**src/core/gsr_pkg.sv**
```systemverilog
// package for the global shutter exposure and window readout block
// assumes a single 20 MHz clock; the sensor pixel stands while its read strobe is high
// ----------------------------------------------------------------
// ----------------------------------------------------------------
package gsr_pkg;

  // ----------------------------------------------------------------
  // geometry and timing
  // ----------------------------------------------------------------
  localparam int          PIX_W          = 8;
  localparam logic [11:0] SENSOR_COLS    = 12'h990;   // 2448 columns
  localparam logic [11:0] SENSOR_ROWS    = 12'h800;   // 2048 rows
  localparam logic [11:0] ROI_MIN_W      = 12'h008;
  localparam logic [11:0] ROI_MIN_H      = 12'h010;
  localparam int          CLK_PERIOD_NS  = 50;
  localparam int          EXP_UNIT_NS    = 1000;      // exposure time counts microseconds
  localparam int          US_CYCLES      = EXP_UNIT_NS / CLK_PERIOD_NS;
  localparam int          TARGET_MILLIFPS = 109500;   // full window frame rate goal
  localparam int          FIFO_DEPTH     = 32;

  // ----------------------------------------------------------------
  // register byte offsets and reset values
  // ----------------------------------------------------------------
  localparam logic [7:0]  REG_CTRL       = 8'h00;
  localparam logic [7:0]  REG_EXP_TIME   = 8'h04;
  localparam logic [7:0]  REG_WIN_W      = 8'h08;
  localparam logic [7:0]  REG_WIN_H      = 8'h0c;
  localparam logic [7:0]  REG_ORG_COL    = 8'h10;
  localparam logic [7:0]  REG_ORG_ROW    = 8'h14;
  localparam logic [7:0]  REG_SENS_COLS  = 8'h18;
  localparam logic [7:0]  REG_SENS_ROWS  = 8'h1c;
  localparam logic [7:0]  REG_LIM_COLS   = 8'h20;
  localparam logic [7:0]  REG_LIM_ROWS   = 8'h24;
  localparam logic [7:0]  REG_STATUS     = 8'h28;
  localparam logic [7:0]  REG_FRAMES     = 8'h2c;
  localparam logic [1:0]  CTRL_RESET     = 2'h0;
  localparam logic [31:0] EXP_TIME_RESET = 32'h0000_0064;
  localparam int          CTRL_ENABLE    = 0;
  localparam int          CTRL_WIDTH_MODE = 1;

  // ----------------------------------------------------------------
  // types
  // ----------------------------------------------------------------
  typedef enum logic [1:0] {
    GSR_IDLE   = 2'b00,
    GSR_EXPOSE = 2'b01,
    GSR_READ   = 2'b10
  } gsr_state_t;

  typedef struct packed {
    logic             sof;   // first pixel of a frame
    logic             eol;   // last pixel of a window row
    logic             eof;   // last pixel of a frame
    logic [PIX_W-1:0] data;
  } gsr_pix_t;

  // round down to a step of eight, then clamp into [lo, hi]
  function automatic logic [11:0] gsr_fit(input logic [11:0] v, input logic [11:0] lo,
                                          input logic [11:0] hi);
    logic [11:0] r;
    r = {v[11:3], 3'h0};
    if (r < lo) r = lo;
    if (r > hi) r = hi;
    return r;
  endfunction

endpackage

```
**src/core/gsr_fifo.sv**
```systemverilog
// pixel FIFO between the readout sequencer and the frame grabber link
// assumes DEPTH is a power of two; output stage is a register
module gsr_fifo #(
  parameter int WIDTH = 11,
  parameter int DEPTH = 32
) (
  input  wire logic             clock,    // system clock
  input  wire logic             arst_n,   // async reset, active low
  input  wire logic             inValid,  // write request
  input  wire logic [WIDTH-1:0] inData,   // write data
  output logic                  inReady,  // room for one more in-flight word
  output logic                  outValid, // registered output holds a word
  output logic [WIDTH-1:0]      outData,  // registered output word
  input  wire logic             outReady  // consumer takes the word
);
  localparam int AW = $clog2(DEPTH);

  logic [WIDTH-1:0] mem [DEPTH];
  logic [AW-1:0]    wrPtr_q;
  logic [AW-1:0]    rdPtr_q;
  logic [AW:0]      count_q;
  logic             outValid_q;
  logic [WIDTH-1:0] outData_q;
  wire logic        full  = (count_q == (AW+1)'(DEPTH));
  wire logic        empty = (count_q == '0);
  wire logic        push  = inValid && !full;
  wire logic        pop   = !empty && (!outValid_q || outReady);

  // one slot kept back so a read issued now still lands next cycle
  assign inReady  = (count_q < (AW+1)'(DEPTH - 1));
  assign outValid = outValid_q;
  assign outData  = outData_q;

  // storage write, no reset needed on the array
  always_ff @(posedge clock) begin
    if (push) mem[wrPtr_q] <= inData;
  end

  // pointers and fill level
  always_ff @(posedge clock or negedge arst_n) begin
    if (!arst_n) begin
      wrPtr_q <= '0;
      rdPtr_q <= '0;
      count_q <= '0;
    end else begin
      if (push) wrPtr_q <= wrPtr_q + AW'(1);
      if (pop) rdPtr_q <= rdPtr_q + AW'(1);
      count_q <= count_q + (AW+1)'(push) - (AW+1)'(pop);
    end
  end

  // output register stalls while the consumer holds off
  always_ff @(posedge clock or negedge arst_n) begin
    if (!arst_n) begin
      outValid_q <= 1'b0;
      outData_q  <= '0;
    end else if (pop) begin
      outValid_q <= 1'b1;
      outData_q  <= mem[rdPtr_q];
    end else if (outReady) begin
      outValid_q <= 1'b0;
    end
  end
endmodule // gsr_fifo

```
**src/core/gsr_readout.sv**
```systemverilog
// exposure sequencer and window readout with a Wishbone classic register slave
// assumes trigIn is asynchronous; sensor pixel stands while its read strobe is high
//
// The register addresses and the Wishbone register port were chosen for this implementation.
module gsr_readout
  import gsr_pkg::*;
#(
  parameter int FIFO_DEP = gsr_pkg::FIFO_DEPTH
) (
  input  wire logic             clock,          // 20 MHz system clock
  input  wire logic             arst_n,         // async reset, active low
  input  wire logic             cyc_i,          // wishbone cycle
  input  wire logic             stb_i,          // wishbone strobe
  input  wire logic             we_i,           // wishbone write
  input  wire logic [7:0]       adr_i,          // wishbone byte address
  input  wire logic [3:0]       sel_i,          // wishbone byte lanes
  input  wire logic [31:0]      dat_i,          // wishbone write data
  output logic [31:0]           dat_o,          // wishbone read data
  output logic                  ack_o,          // wishbone acknowledge
  input  wire logic             trigIn,         // exposure trigger pin
  output logic                  exposeAll,      // global shutter gate, all lines
  output logic                  exposureActive, // exposure-active pin
  output logic                  sensorRead,     // sensor pixel read strobe
  output logic [11:0]           sensorCol,      // sensor column of the read
  output logic [11:0]           sensorRow,      // sensor row of the read
  input  wire logic [gsr_pkg::PIX_W-1:0] sensorPix, // pixel, valid while strobe stands
  output logic                  fgValid,        // pixel toward frame grabber
  output gsr_pkg::gsr_pix_t     fgData,         // pixel with frame marks
  input  wire logic             fgReady         // frame grabber takes pixel
);
  import gsr_pkg::*;

  // ----------------------------------------------------------------
  // registers and state
  // ----------------------------------------------------------------
  gsr_state_t  state_q;
  logic [1:0]  ctrl_q;
  logic [31:0] expTime_q;
  logic [11:0] roiW_q, roiH_q, orgCol_q, orgRow_q;     // software settings
  logic [11:0] winW_q, winH_q, winCol_q, winRow_q;     // frame snapshot
  logic [11:0] colIdx_q, rowIdx_q;
  logic [31:0] expUs_q;
  logic [4:0]  usDiv_q;
  logic [31:0] frames_q;
  logic        trigMeta_q, trigSync_q, trigPrev_q;
  logic        pend_q;
  gsr_pix_t    pendTag_q;
  logic        exposeAll_q, exposureActive_q, sensorRead_q, ack_q;
  logic [11:0] sensorCol_q, sensorRow_q;
  logic [31:0] dat_q;

  // ----------------------------------------------------------------
  // decode
  // ----------------------------------------------------------------
  // merge a write under byte lanes; shared by every writable register
  function automatic logic [31:0] laneMerge(input logic [31:0] old, input logic [31:0] nw,
                                            input logic [3:0] sel);
    logic [31:0] r;
    r = old;
    for (int b = 0; b < 4; b++) if (sel[b]) r[8*b +: 8] = nw[8*b +: 8];
    return r;
  endfunction

  wire logic        busReq   = cyc_i && stb_i && !ack_q;
  wire logic        busWr    = busReq && we_i;
  wire logic        trigRise = trigSync_q && !trigPrev_q;
  wire logic        trigFall = !trigSync_q && trigPrev_q;
  wire logic        widthMode = ctrl_q[CTRL_WIDTH_MODE];
  wire logic        usTick   = (usDiv_q == 5'(US_CYCLES - 1));
  wire logic        timeUp   = usTick && (expUs_q + 32'h1 >= expTime_q);
  wire logic        startExp = (state_q == GSR_IDLE) && ctrl_q[CTRL_ENABLE] && trigRise;
  wire logic        endExp   = (state_q == GSR_EXPOSE) &&
                               (widthMode ? trigFall : timeUp);
  wire logic        fifoReady;
  wire logic        issue    = (state_q == GSR_READ) && fifoReady;
  wire logic        lastCol  = (colIdx_q == winW_q - 12'h1);
  wire logic        lastRow  = (rowIdx_q == winH_q - 12'h1);
  wire logic [31:0] wrWinW   = laneMerge({20'h0, roiW_q}, dat_i, sel_i);
  wire logic [31:0] wrWinH   = laneMerge({20'h0, roiH_q}, dat_i, sel_i);
  wire logic [31:0] wrOrgC   = laneMerge({20'h0, orgCol_q}, dat_i, sel_i);
  wire logic [31:0] wrOrgR   = laneMerge({20'h0, orgRow_q}, dat_i, sel_i);
  wire logic [31:0] wrCtrl   = laneMerge({30'h0, ctrl_q}, dat_i, sel_i);

  // read mux; limits equal sensor size since nothing here bins or skips
  logic [31:0] rdMux;
  always_comb begin
    unique case (adr_i)
      REG_CTRL:      rdMux = {30'h0, ctrl_q};
      REG_EXP_TIME:  rdMux = expTime_q;
      REG_WIN_W:     rdMux = {20'h0, roiW_q};
      REG_WIN_H:     rdMux = {20'h0, roiH_q};
      REG_ORG_COL:   rdMux = {20'h0, orgCol_q};
      REG_ORG_ROW:   rdMux = {20'h0, orgRow_q};
      REG_SENS_COLS: rdMux = {20'h0, SENSOR_COLS};
      REG_SENS_ROWS: rdMux = {20'h0, SENSOR_ROWS};
      REG_LIM_COLS:  rdMux = {20'h0, SENSOR_COLS};
      REG_LIM_ROWS:  rdMux = {20'h0, SENSOR_ROWS};
      REG_STATUS:    rdMux = {29'h0, fgValid, state_q == GSR_READ, exposureActive_q};
      REG_FRAMES:    rdMux = frames_q;
      default:       rdMux = 32'h0;
    endcase
  end

  // ----------------------------------------------------------------
  // bus slave
  // ----------------------------------------------------------------
  // one wait state: ack in the cycle after the request is seen
  always_ff @(posedge clock or negedge arst_n) begin
    if (!arst_n) begin
      ack_q <= 1'b0;
      dat_q <= 32'h0;
    end else begin
      ack_q <= busReq;
      dat_q <= (busReq && !we_i) ? rdMux : 32'h0;
    end
  end

  // software registers; window size is snapped to legal steps on write
  always_ff @(posedge clock or negedge arst_n) begin
    if (!arst_n) begin
      ctrl_q    <= CTRL_RESET;
      expTime_q <= EXP_TIME_RESET;
      roiW_q    <= SENSOR_COLS;
      roiH_q    <= SENSOR_ROWS;
      orgCol_q  <= 12'h0;
      orgRow_q  <= 12'h0;
    end else if (busWr) begin
      unique case (adr_i)
        REG_CTRL:     ctrl_q    <= wrCtrl[1:0];
        REG_EXP_TIME: expTime_q <= laneMerge(expTime_q, dat_i, sel_i);
        REG_WIN_W:    roiW_q    <= gsr_fit(wrWinW[11:0], ROI_MIN_W, SENSOR_COLS);
        REG_WIN_H:    roiH_q    <= gsr_fit(wrWinH[11:0], ROI_MIN_H, SENSOR_ROWS);
        REG_ORG_COL:  orgCol_q  <= wrOrgC[11:0];
        REG_ORG_ROW:  orgRow_q  <= wrOrgR[11:0];
        default: ;
      endcase
    end
  end

  // ----------------------------------------------------------------
  // trigger synchroniser
  // ----------------------------------------------------------------
  // third flop only feeds edge detection, never the metastable first one
  always_ff @(posedge clock or negedge arst_n) begin
    if (!arst_n) begin
      trigMeta_q <= 1'b0;
      trigSync_q <= 1'b0;
      trigPrev_q <= 1'b0;
    end else begin
      trigMeta_q <= trigIn;
      trigSync_q <= trigMeta_q;
      trigPrev_q <= trigSync_q;
    end
  end

  // ----------------------------------------------------------------
  // exposure sequencer
  // ----------------------------------------------------------------
  // single acquisition
  // triggers outside idle are dropped, so exposure never overlaps readout
  always_ff @(posedge clock or negedge arst_n) begin
    if (!arst_n) begin
      state_q <= GSR_IDLE;
    end else begin
      unique case (state_q)
        GSR_IDLE:   if (startExp) state_q <= GSR_EXPOSE;
        GSR_EXPOSE: if (endExp) state_q <= GSR_READ;
        GSR_READ:   if (issue && lastCol && lastRow) state_q <= GSR_IDLE;
        default:    state_q <= GSR_IDLE;
      endcase
    end
  end

  // microsecond divider restarts with each exposure for exact timing
  always_ff @(posedge clock or negedge arst_n) begin
    if (!arst_n) begin
      usDiv_q <= 5'h0;
      expUs_q <= 32'h0;
    end else if (startExp) begin
      usDiv_q <= 5'h0;
      expUs_q <= 32'h0;
    end else if (state_q == GSR_EXPOSE) begin
      usDiv_q <= usTick ? 5'h0 : usDiv_q + 5'h1;
      if (usTick) expUs_q <= expUs_q + 32'h1;
    end
  end

  // one gate for all lines: opening and closing are a single flop each way
  always_ff @(posedge clock or negedge arst_n) begin
    if (!arst_n) begin
      exposeAll_q      <= 1'b0;
      exposureActive_q <= 1'b0;
    end else if (startExp) begin
      exposeAll_q      <= 1'b1;
      exposureActive_q <= 1'b1;
    end else if (endExp) begin
      exposeAll_q      <= 1'b0;
      exposureActive_q <= 1'b0;
    end
  end

  // window snapshot at exposure start; later writes apply to the next frame
  always_ff @(posedge clock or negedge arst_n) begin
    if (!arst_n) begin
      winW_q   <= SENSOR_COLS;
      winH_q   <= SENSOR_ROWS;
      winCol_q <= 12'h0;
      winRow_q <= 12'h0;
    end else if (startExp) begin
      winW_q   <= roiW_q;
      winH_q   <= roiH_q;
      winCol_q <= orgCol_q;
      winRow_q <= orgRow_q;
    end
  end

  // ----------------------------------------------------------------
  // readout walk
  // ----------------------------------------------------------------
  // window-only walk
  // only window pixels are visited, so readout time scales with W times H
  always_ff @(posedge clock or negedge arst_n) begin
    if (!arst_n) begin
      colIdx_q <= 12'h0;
      rowIdx_q <= 12'h0;
    end else if (startExp) begin
      colIdx_q <= 12'h0;
      rowIdx_q <= 12'h0;
    end else if (issue) begin
      colIdx_q <= lastCol ? 12'h0 : colIdx_q + 12'h1;
      if (lastCol) rowIdx_q <= rowIdx_q + 12'h1;
    end
  end

  // one pixel per clock
  // rate goal needs a clock near W*H*109.5 Hz; 20 MHz gives far less
  always_ff @(posedge clock or negedge arst_n) begin
    if (!arst_n) begin
      sensorRead_q <= 1'b0;
      sensorCol_q  <= 12'h0;
      sensorRow_q  <= 12'h0;
      pend_q       <= 1'b0;
      pendTag_q    <= '0;
    end else begin
      sensorRead_q <= issue;
      pend_q       <= issue;
      if (issue) begin
        sensorCol_q    <= winCol_q + colIdx_q;
        sensorRow_q    <= winRow_q + rowIdx_q;
        pendTag_q.sof  <= (colIdx_q == 12'h0) && (rowIdx_q == 12'h0);
        pendTag_q.eol  <= lastCol;
        pendTag_q.eof  <= lastCol && lastRow;
        pendTag_q.data <= '0;
      end
    end
  end

  // completed frames, counted when the last pixel read is issued
  always_ff @(posedge clock or negedge arst_n) begin
    if (!arst_n) frames_q <= 32'h0;
    else if (issue && lastCol && lastRow) frames_q <= frames_q + 32'h1;
  end

  // ----------------------------------------------------------------
  // output buffer
  // ----------------------------------------------------------------
  // pixel is taken at the edge that ends its strobe and joins its frame marks
  wire gsr_pix_t pushWord = '{sof: pendTag_q.sof, eol: pendTag_q.eol,
                              eof: pendTag_q.eof, data: sensorPix};

  gsr_fifo #(
    .WIDTH ($bits(gsr_pix_t)),
    .DEPTH (FIFO_DEP)
  ) u_fifo (
    .clock    (clock),
    .arst_n   (arst_n),
    .inValid  (pend_q),
    .inData   (pushWord),
    .inReady  (fifoReady),
    .outValid (fgValid),
    .outData  (fgData),
    .outReady (fgReady)
  );

  assign dat_o          = dat_q;
  assign ack_o          = ack_q;
  assign exposeAll      = exposeAll_q;
  assign exposureActive = exposureActive_q;
  assign sensorRead     = sensorRead_q;
  assign sensorCol      = sensorCol_q;
  assign sensorRow      = sensorRow_q;

  // ----------------------------------------------------------------
  // assertions
  // ----------------------------------------------------------------
  logic [23:0] pixCnt_q;
  always_ff @(posedge clock or negedge arst_n) begin
    if (!arst_n) pixCnt_q <= 24'h0;
    else if (startExp) pixCnt_q <= 24'h0;
    else if (issue) pixCnt_q <= pixCnt_q + 24'h1;
  end
endmodule // gsr_readout

```
**config.mk**
```make
export PLATFORM = sky130hd
export DESIGN_NAME = gsr_readout
export DESIGN_NICKNAME = d
export VERILOG_FILES = /design/src/core/gsr_pkg.sv /design/src/core/gsr_fifo.sv /design/src/core/gsr_readout.sv
export SDC_FILE = /design/constraint.sdc
export NUM_CORES = 1
export LEC_CHECK = 0
export BUFFER_PORTS_ARGS = -buffer_cell sky130_fd_sc_hd__buf_2
export CAP_MARGIN = 20
export CORE_MARGIN = 4
export CORE_UTILIZATION = 45
export DETAILED_ROUTE_END_ITERATION = 10
export GPL_TIMING_DRIVEN = 0
export HOLD_SLACK_MARGIN = 0.08
export PLACE_DENSITY_LB_ADDON = 0.12
export SYNTH_ARGS = -nofsm -noshare
export SYNTH_HDL_FRONTEND = slang
export SYNTH_SLANG_ARGS = --single-unit
export TNS_END_PERCENT = 100
```
**constraint.sdc**
```tcl
create_clock -name clock -period 6.17 [get_ports clock]
set_clock_uncertainty 0.05 [all_clocks]
set_input_delay 0.3085 -clock clock [delete_from_list [all_inputs] [get_ports clock]]
set_output_delay 0.3085 -clock clock [all_outputs]
set_load 0.05 [all_outputs]
```
==> results.sh <==
export IMPL_post_cts_resized=0
export IMPL_ys_seq_area_frac=0.618
export IMPL_ir_worst_vdd_uv=260
export IMPL_cts_buffers=73
export IMPL_cp_max_fo=10
export IMPL_route_detailed_drc=0
export IMPL_routed_wl_mm=75.6
export IMPL_die_h_microns=264
export IMPL_place_congestion=0.881
export IMPL_cts_root_buffer="clkbuf_16"
export IMPL_finish_utilization=0.537
export IMPL_row_count=93
export IMPL_final_nets=2594
export IMPL_wl_met1_mm=33.7
export IMPL_synthCells=2176
export IMPL_r2r_start="expUs_q[0]"
export IMPL_detail_route_antenna_nets=0
export IMPL_dieArea_sq_mm=0.0698
export IMPL_status="completed"
export IMPL_synth_cell_type_count=76
export IMPL_clock_path_buffers=3
export IMPL_relSlewSlack=0.273
export IMPL_synthesis_area_sq_mm=0.0295
export IMPL_crit_end="state_q[0]"
export IMPL_cp_cell_sequence="and3_1 -> clkbuf_1 -> and3_1 -> and4_1 -> clkbuf_1 -> nand4_1 -> xnor2_1 -> ha_1 -> nand4_1 -> a211o_1 -> or3_1 -> o21ai_0 -> o21ai_0"
export IMPL_maxCapViolations=0
export IMPL_drive_above_1_share=0.191
export IMPL_synth_warning_count=0
export IMPL_cts_sinks=658
export IMPL_grt_overflow_total=0
export IMPL_vias=19000
export IMPL_path_depth=13
export IMPL_crit_type="reg2reg"
export IMPL_max_freq_mhz=244
export IMPL_synthArstFlopShare=0.465
export IMPL_r2r_end="state_q[0]"
export IMPL_start_util=0.456
export IMPL_critPathTopFamily="simple AND/OR/NAND/NOR gates"
export IMPL_avgSynthCellArea_sq_um=13.6
export IMPL_final_common_cell="edfxtp_1"
export IMPL_clk_pin_slew_ns=0.06
export IMPL_tightestPinTransition_ns=1.09
export IMPL_slowest_stage="dfrtp_1"
export IMPL_r2r_slack_ns=2.08
export IMPL_grt_setup_unrepaired="false"
export IMPL_end_kind="flip-flop"
export IMPL_setup_viol=0
export IMPL_synth_edff_count=352
export IMPL_area_growth_pct=17.6
export IMPL_min_period_over_period=0.663
export IMPL_clock_latency_ns=0.62
export IMPL_min_period_ns=4.09
export IMPL_drt_iter0_drc=1444
export IMPL_grtUsageTotal=0.216
export IMPL_grt_max_degree=114
export IMPL_grt_pass1_vias=19500
export IMPL_hold_violations=0
export IMPL_setup_worst_path_start="expUs_q[0]"
export IMPL_critPathBufInv=2
export IMPL_power_density_mw_per_mm2=335
export IMPL_core_sq_mm=0.0647
export IMPL_ioPinCount=131
export IMPL_cts_htree_levels=3
export IMPL_synthFlopType="edfxtp_1"
export IMPL_place_ws_ns=2.09
export IMPL_highest_layer="met5"
export IMPL_grt_pass1_wl_mm=117
export IMPL_crit_arrival_ns=4.50
export IMPL_route_met2_wl_mm=36.1
export IMPL_fill_cells=5428
export IMPL_tritoncts="yes"
export IMPL_wire_per_inst_microns=22.4
export IMPL_setup_slack_ns=2.08
export IMPL_layout_common_cells="edfxtp_1 (352), dfrtp_1 (293), nand2_1 (230)"
export IMPL_dr_wl_met3_mm=4.03
export IMPL_hp_class="in2reg"
export IMPL_final_max_slew_violation_count=0
export IMPL_die_w_microns=264
export IMPL_power_leakage_uw=0.0140
export IMPL_num_antenna_cells=0
export IMPL_fin_area_sq_mm=0.0347
export IMPL_r2r_cells=13
export IMPL_cp_start_kind="flip-flop"
export IMPL_dr_pass1_iters=7
export IMPL_io_buffer_count=129
export IMPL_vias_per_cell=5.65
export IMPL_p_total_uw=11600
export IMPL_placed_cell_area_sq_mm=0.0315
export IMPL_max_stage_delay_ns=0.45
export IMPL_syn_nets=2317
export IMPL_antenna_found_initial=3
export IMPL_dp_hpwl_mm=53.9
export IMPL_critPathRequiredTime_ns=6.58
export IMPL_synth_seq_cells=658
-- stage by stage --
step	setup TNS [ns]	std cells	hold WS, ns
detailed placement	0	3178	0.332
floorplan	0	2176	-0.0371
finish	0	3369	0.124
global route	0	3369	0.123
CTS	0	3351	0.0960
global placement	-323.82	3160	0.369
-- cells in the mapped netlist, types with 13 or more instances --
cell      number  area, sq um
edfxtp_1     352        10600
dfrtp_1      293         7330
nand2_1      230          863
nor2_1       131          492
mux4_2       110         2480
o21ai_0       91          455
xnor2_1       82          718
inv_1         81          304
ha_1          79          988
clkbuf_1      75          282
a21oi_1       61          305
nand3_1       53          265
mux2_2        52          586
xor2_1        35          307
nand4_1       30          188
a22oi_1       29          218
and3_1        29          181
a22o_1        27          236
nor3_1        27          135
buf_1         22         82.6
o31ai_1       22          165
nor2b_1       15         93.8
and2_1        14         87.6
and4_1        14          123
mux2i_1       14          140
a21o_1        13         97.6
dfstp_2       13          342
o21a_1        13         97.6
or3_1         13         81.3
-- tightest hold or removal path: stages --
cell and delay (ns):
buf_2 0.08, a21oi_1 0.03, nand3_1 0.25, a31oi_1 0.07
-- kinds of logic after synthesis --
logic type,after synthesis,synth area share
compound gates,336,0.0763
xor+xnor,117,0.0347
fa+ha+maj,82,0.0355
buf+inv,184,0.0239
flops,658,0.618
mux,176,0.108
simple gates,623,0.103
-- where the power goes --
group / total [uW] / switching (uW) / leakage, uW / internal [uW]
clock: 4780 / 1840 / 0.00130 / 2940
sequential: 4770 / 58.6 / 0.00724 / 4710
combinational: 2070 / 1160 / 0.00548 / 910
-- routing by layer --
metal,track usage,vias up
met2,0.346,494
li1,-,8722
met4,0.0544,4
met3,0.0375,131
met5,0,-
met1,0.309,9671
-- flip-flops by register name (all words and copies together), names as in the netlist, 3 cells and up --
signal / flops
winH_q: 9
roiW_q: 9
expTime_q: 32
u_fifo.mem: 352
winW_q: 9
expUs_q: 32
u_fifo.count_q: 6
u_fifo.outData: 11
usDiv_q: 5
winCol_q: 12
orgRow_q: 12
orgCol_q: 12
rowIdx_q: 12
colIdx_q: 12
sensorRow: 12
u_fifo.rdPtr_q: 5
dat_o: 32
pendTag_q: 3
sensorCol: 12
winRow_q: 12
u_fifo.wrPtr_q: 5
frames_q: 32
roiH_q: 9
-- repair_timing --
item,CTS,global route
setup buffers,0,0
hold endpoints to repair,158,0
hold buffers,37,0
-- layout make-up --
cell class,instances,area (sq um),area share
inverter,81,304,0.00876
clock inverter,48,731,0.0210
timing repair buffer,202,1460,0.0421
tap,855,1070,0.0308
clock buffer,88,1930,0.0557
buffer,103,403,0.0116
sequential,658,18200,0.525
multi-input combinational,1334,10600,0.305
-- how the worst min path moves through the flow --
stage | from | to | slack, ns | cells past startpoint
final | we_i | dat_o[8] | 0.12 | 4
after global routing | we_i | dat_o[8] | 0.12 | 4
after CTS | we_i | dat_o[8] | 0.1 | 4
after detailed placement | arst_n | sensorRow[9] | 0.33 | 1
after global placement | trigIn | trigMeta_q | 0.37 | 1
after floorplan | arst_n | ack_o | -0.04 | 0
(Power assumes the default switching activity.)
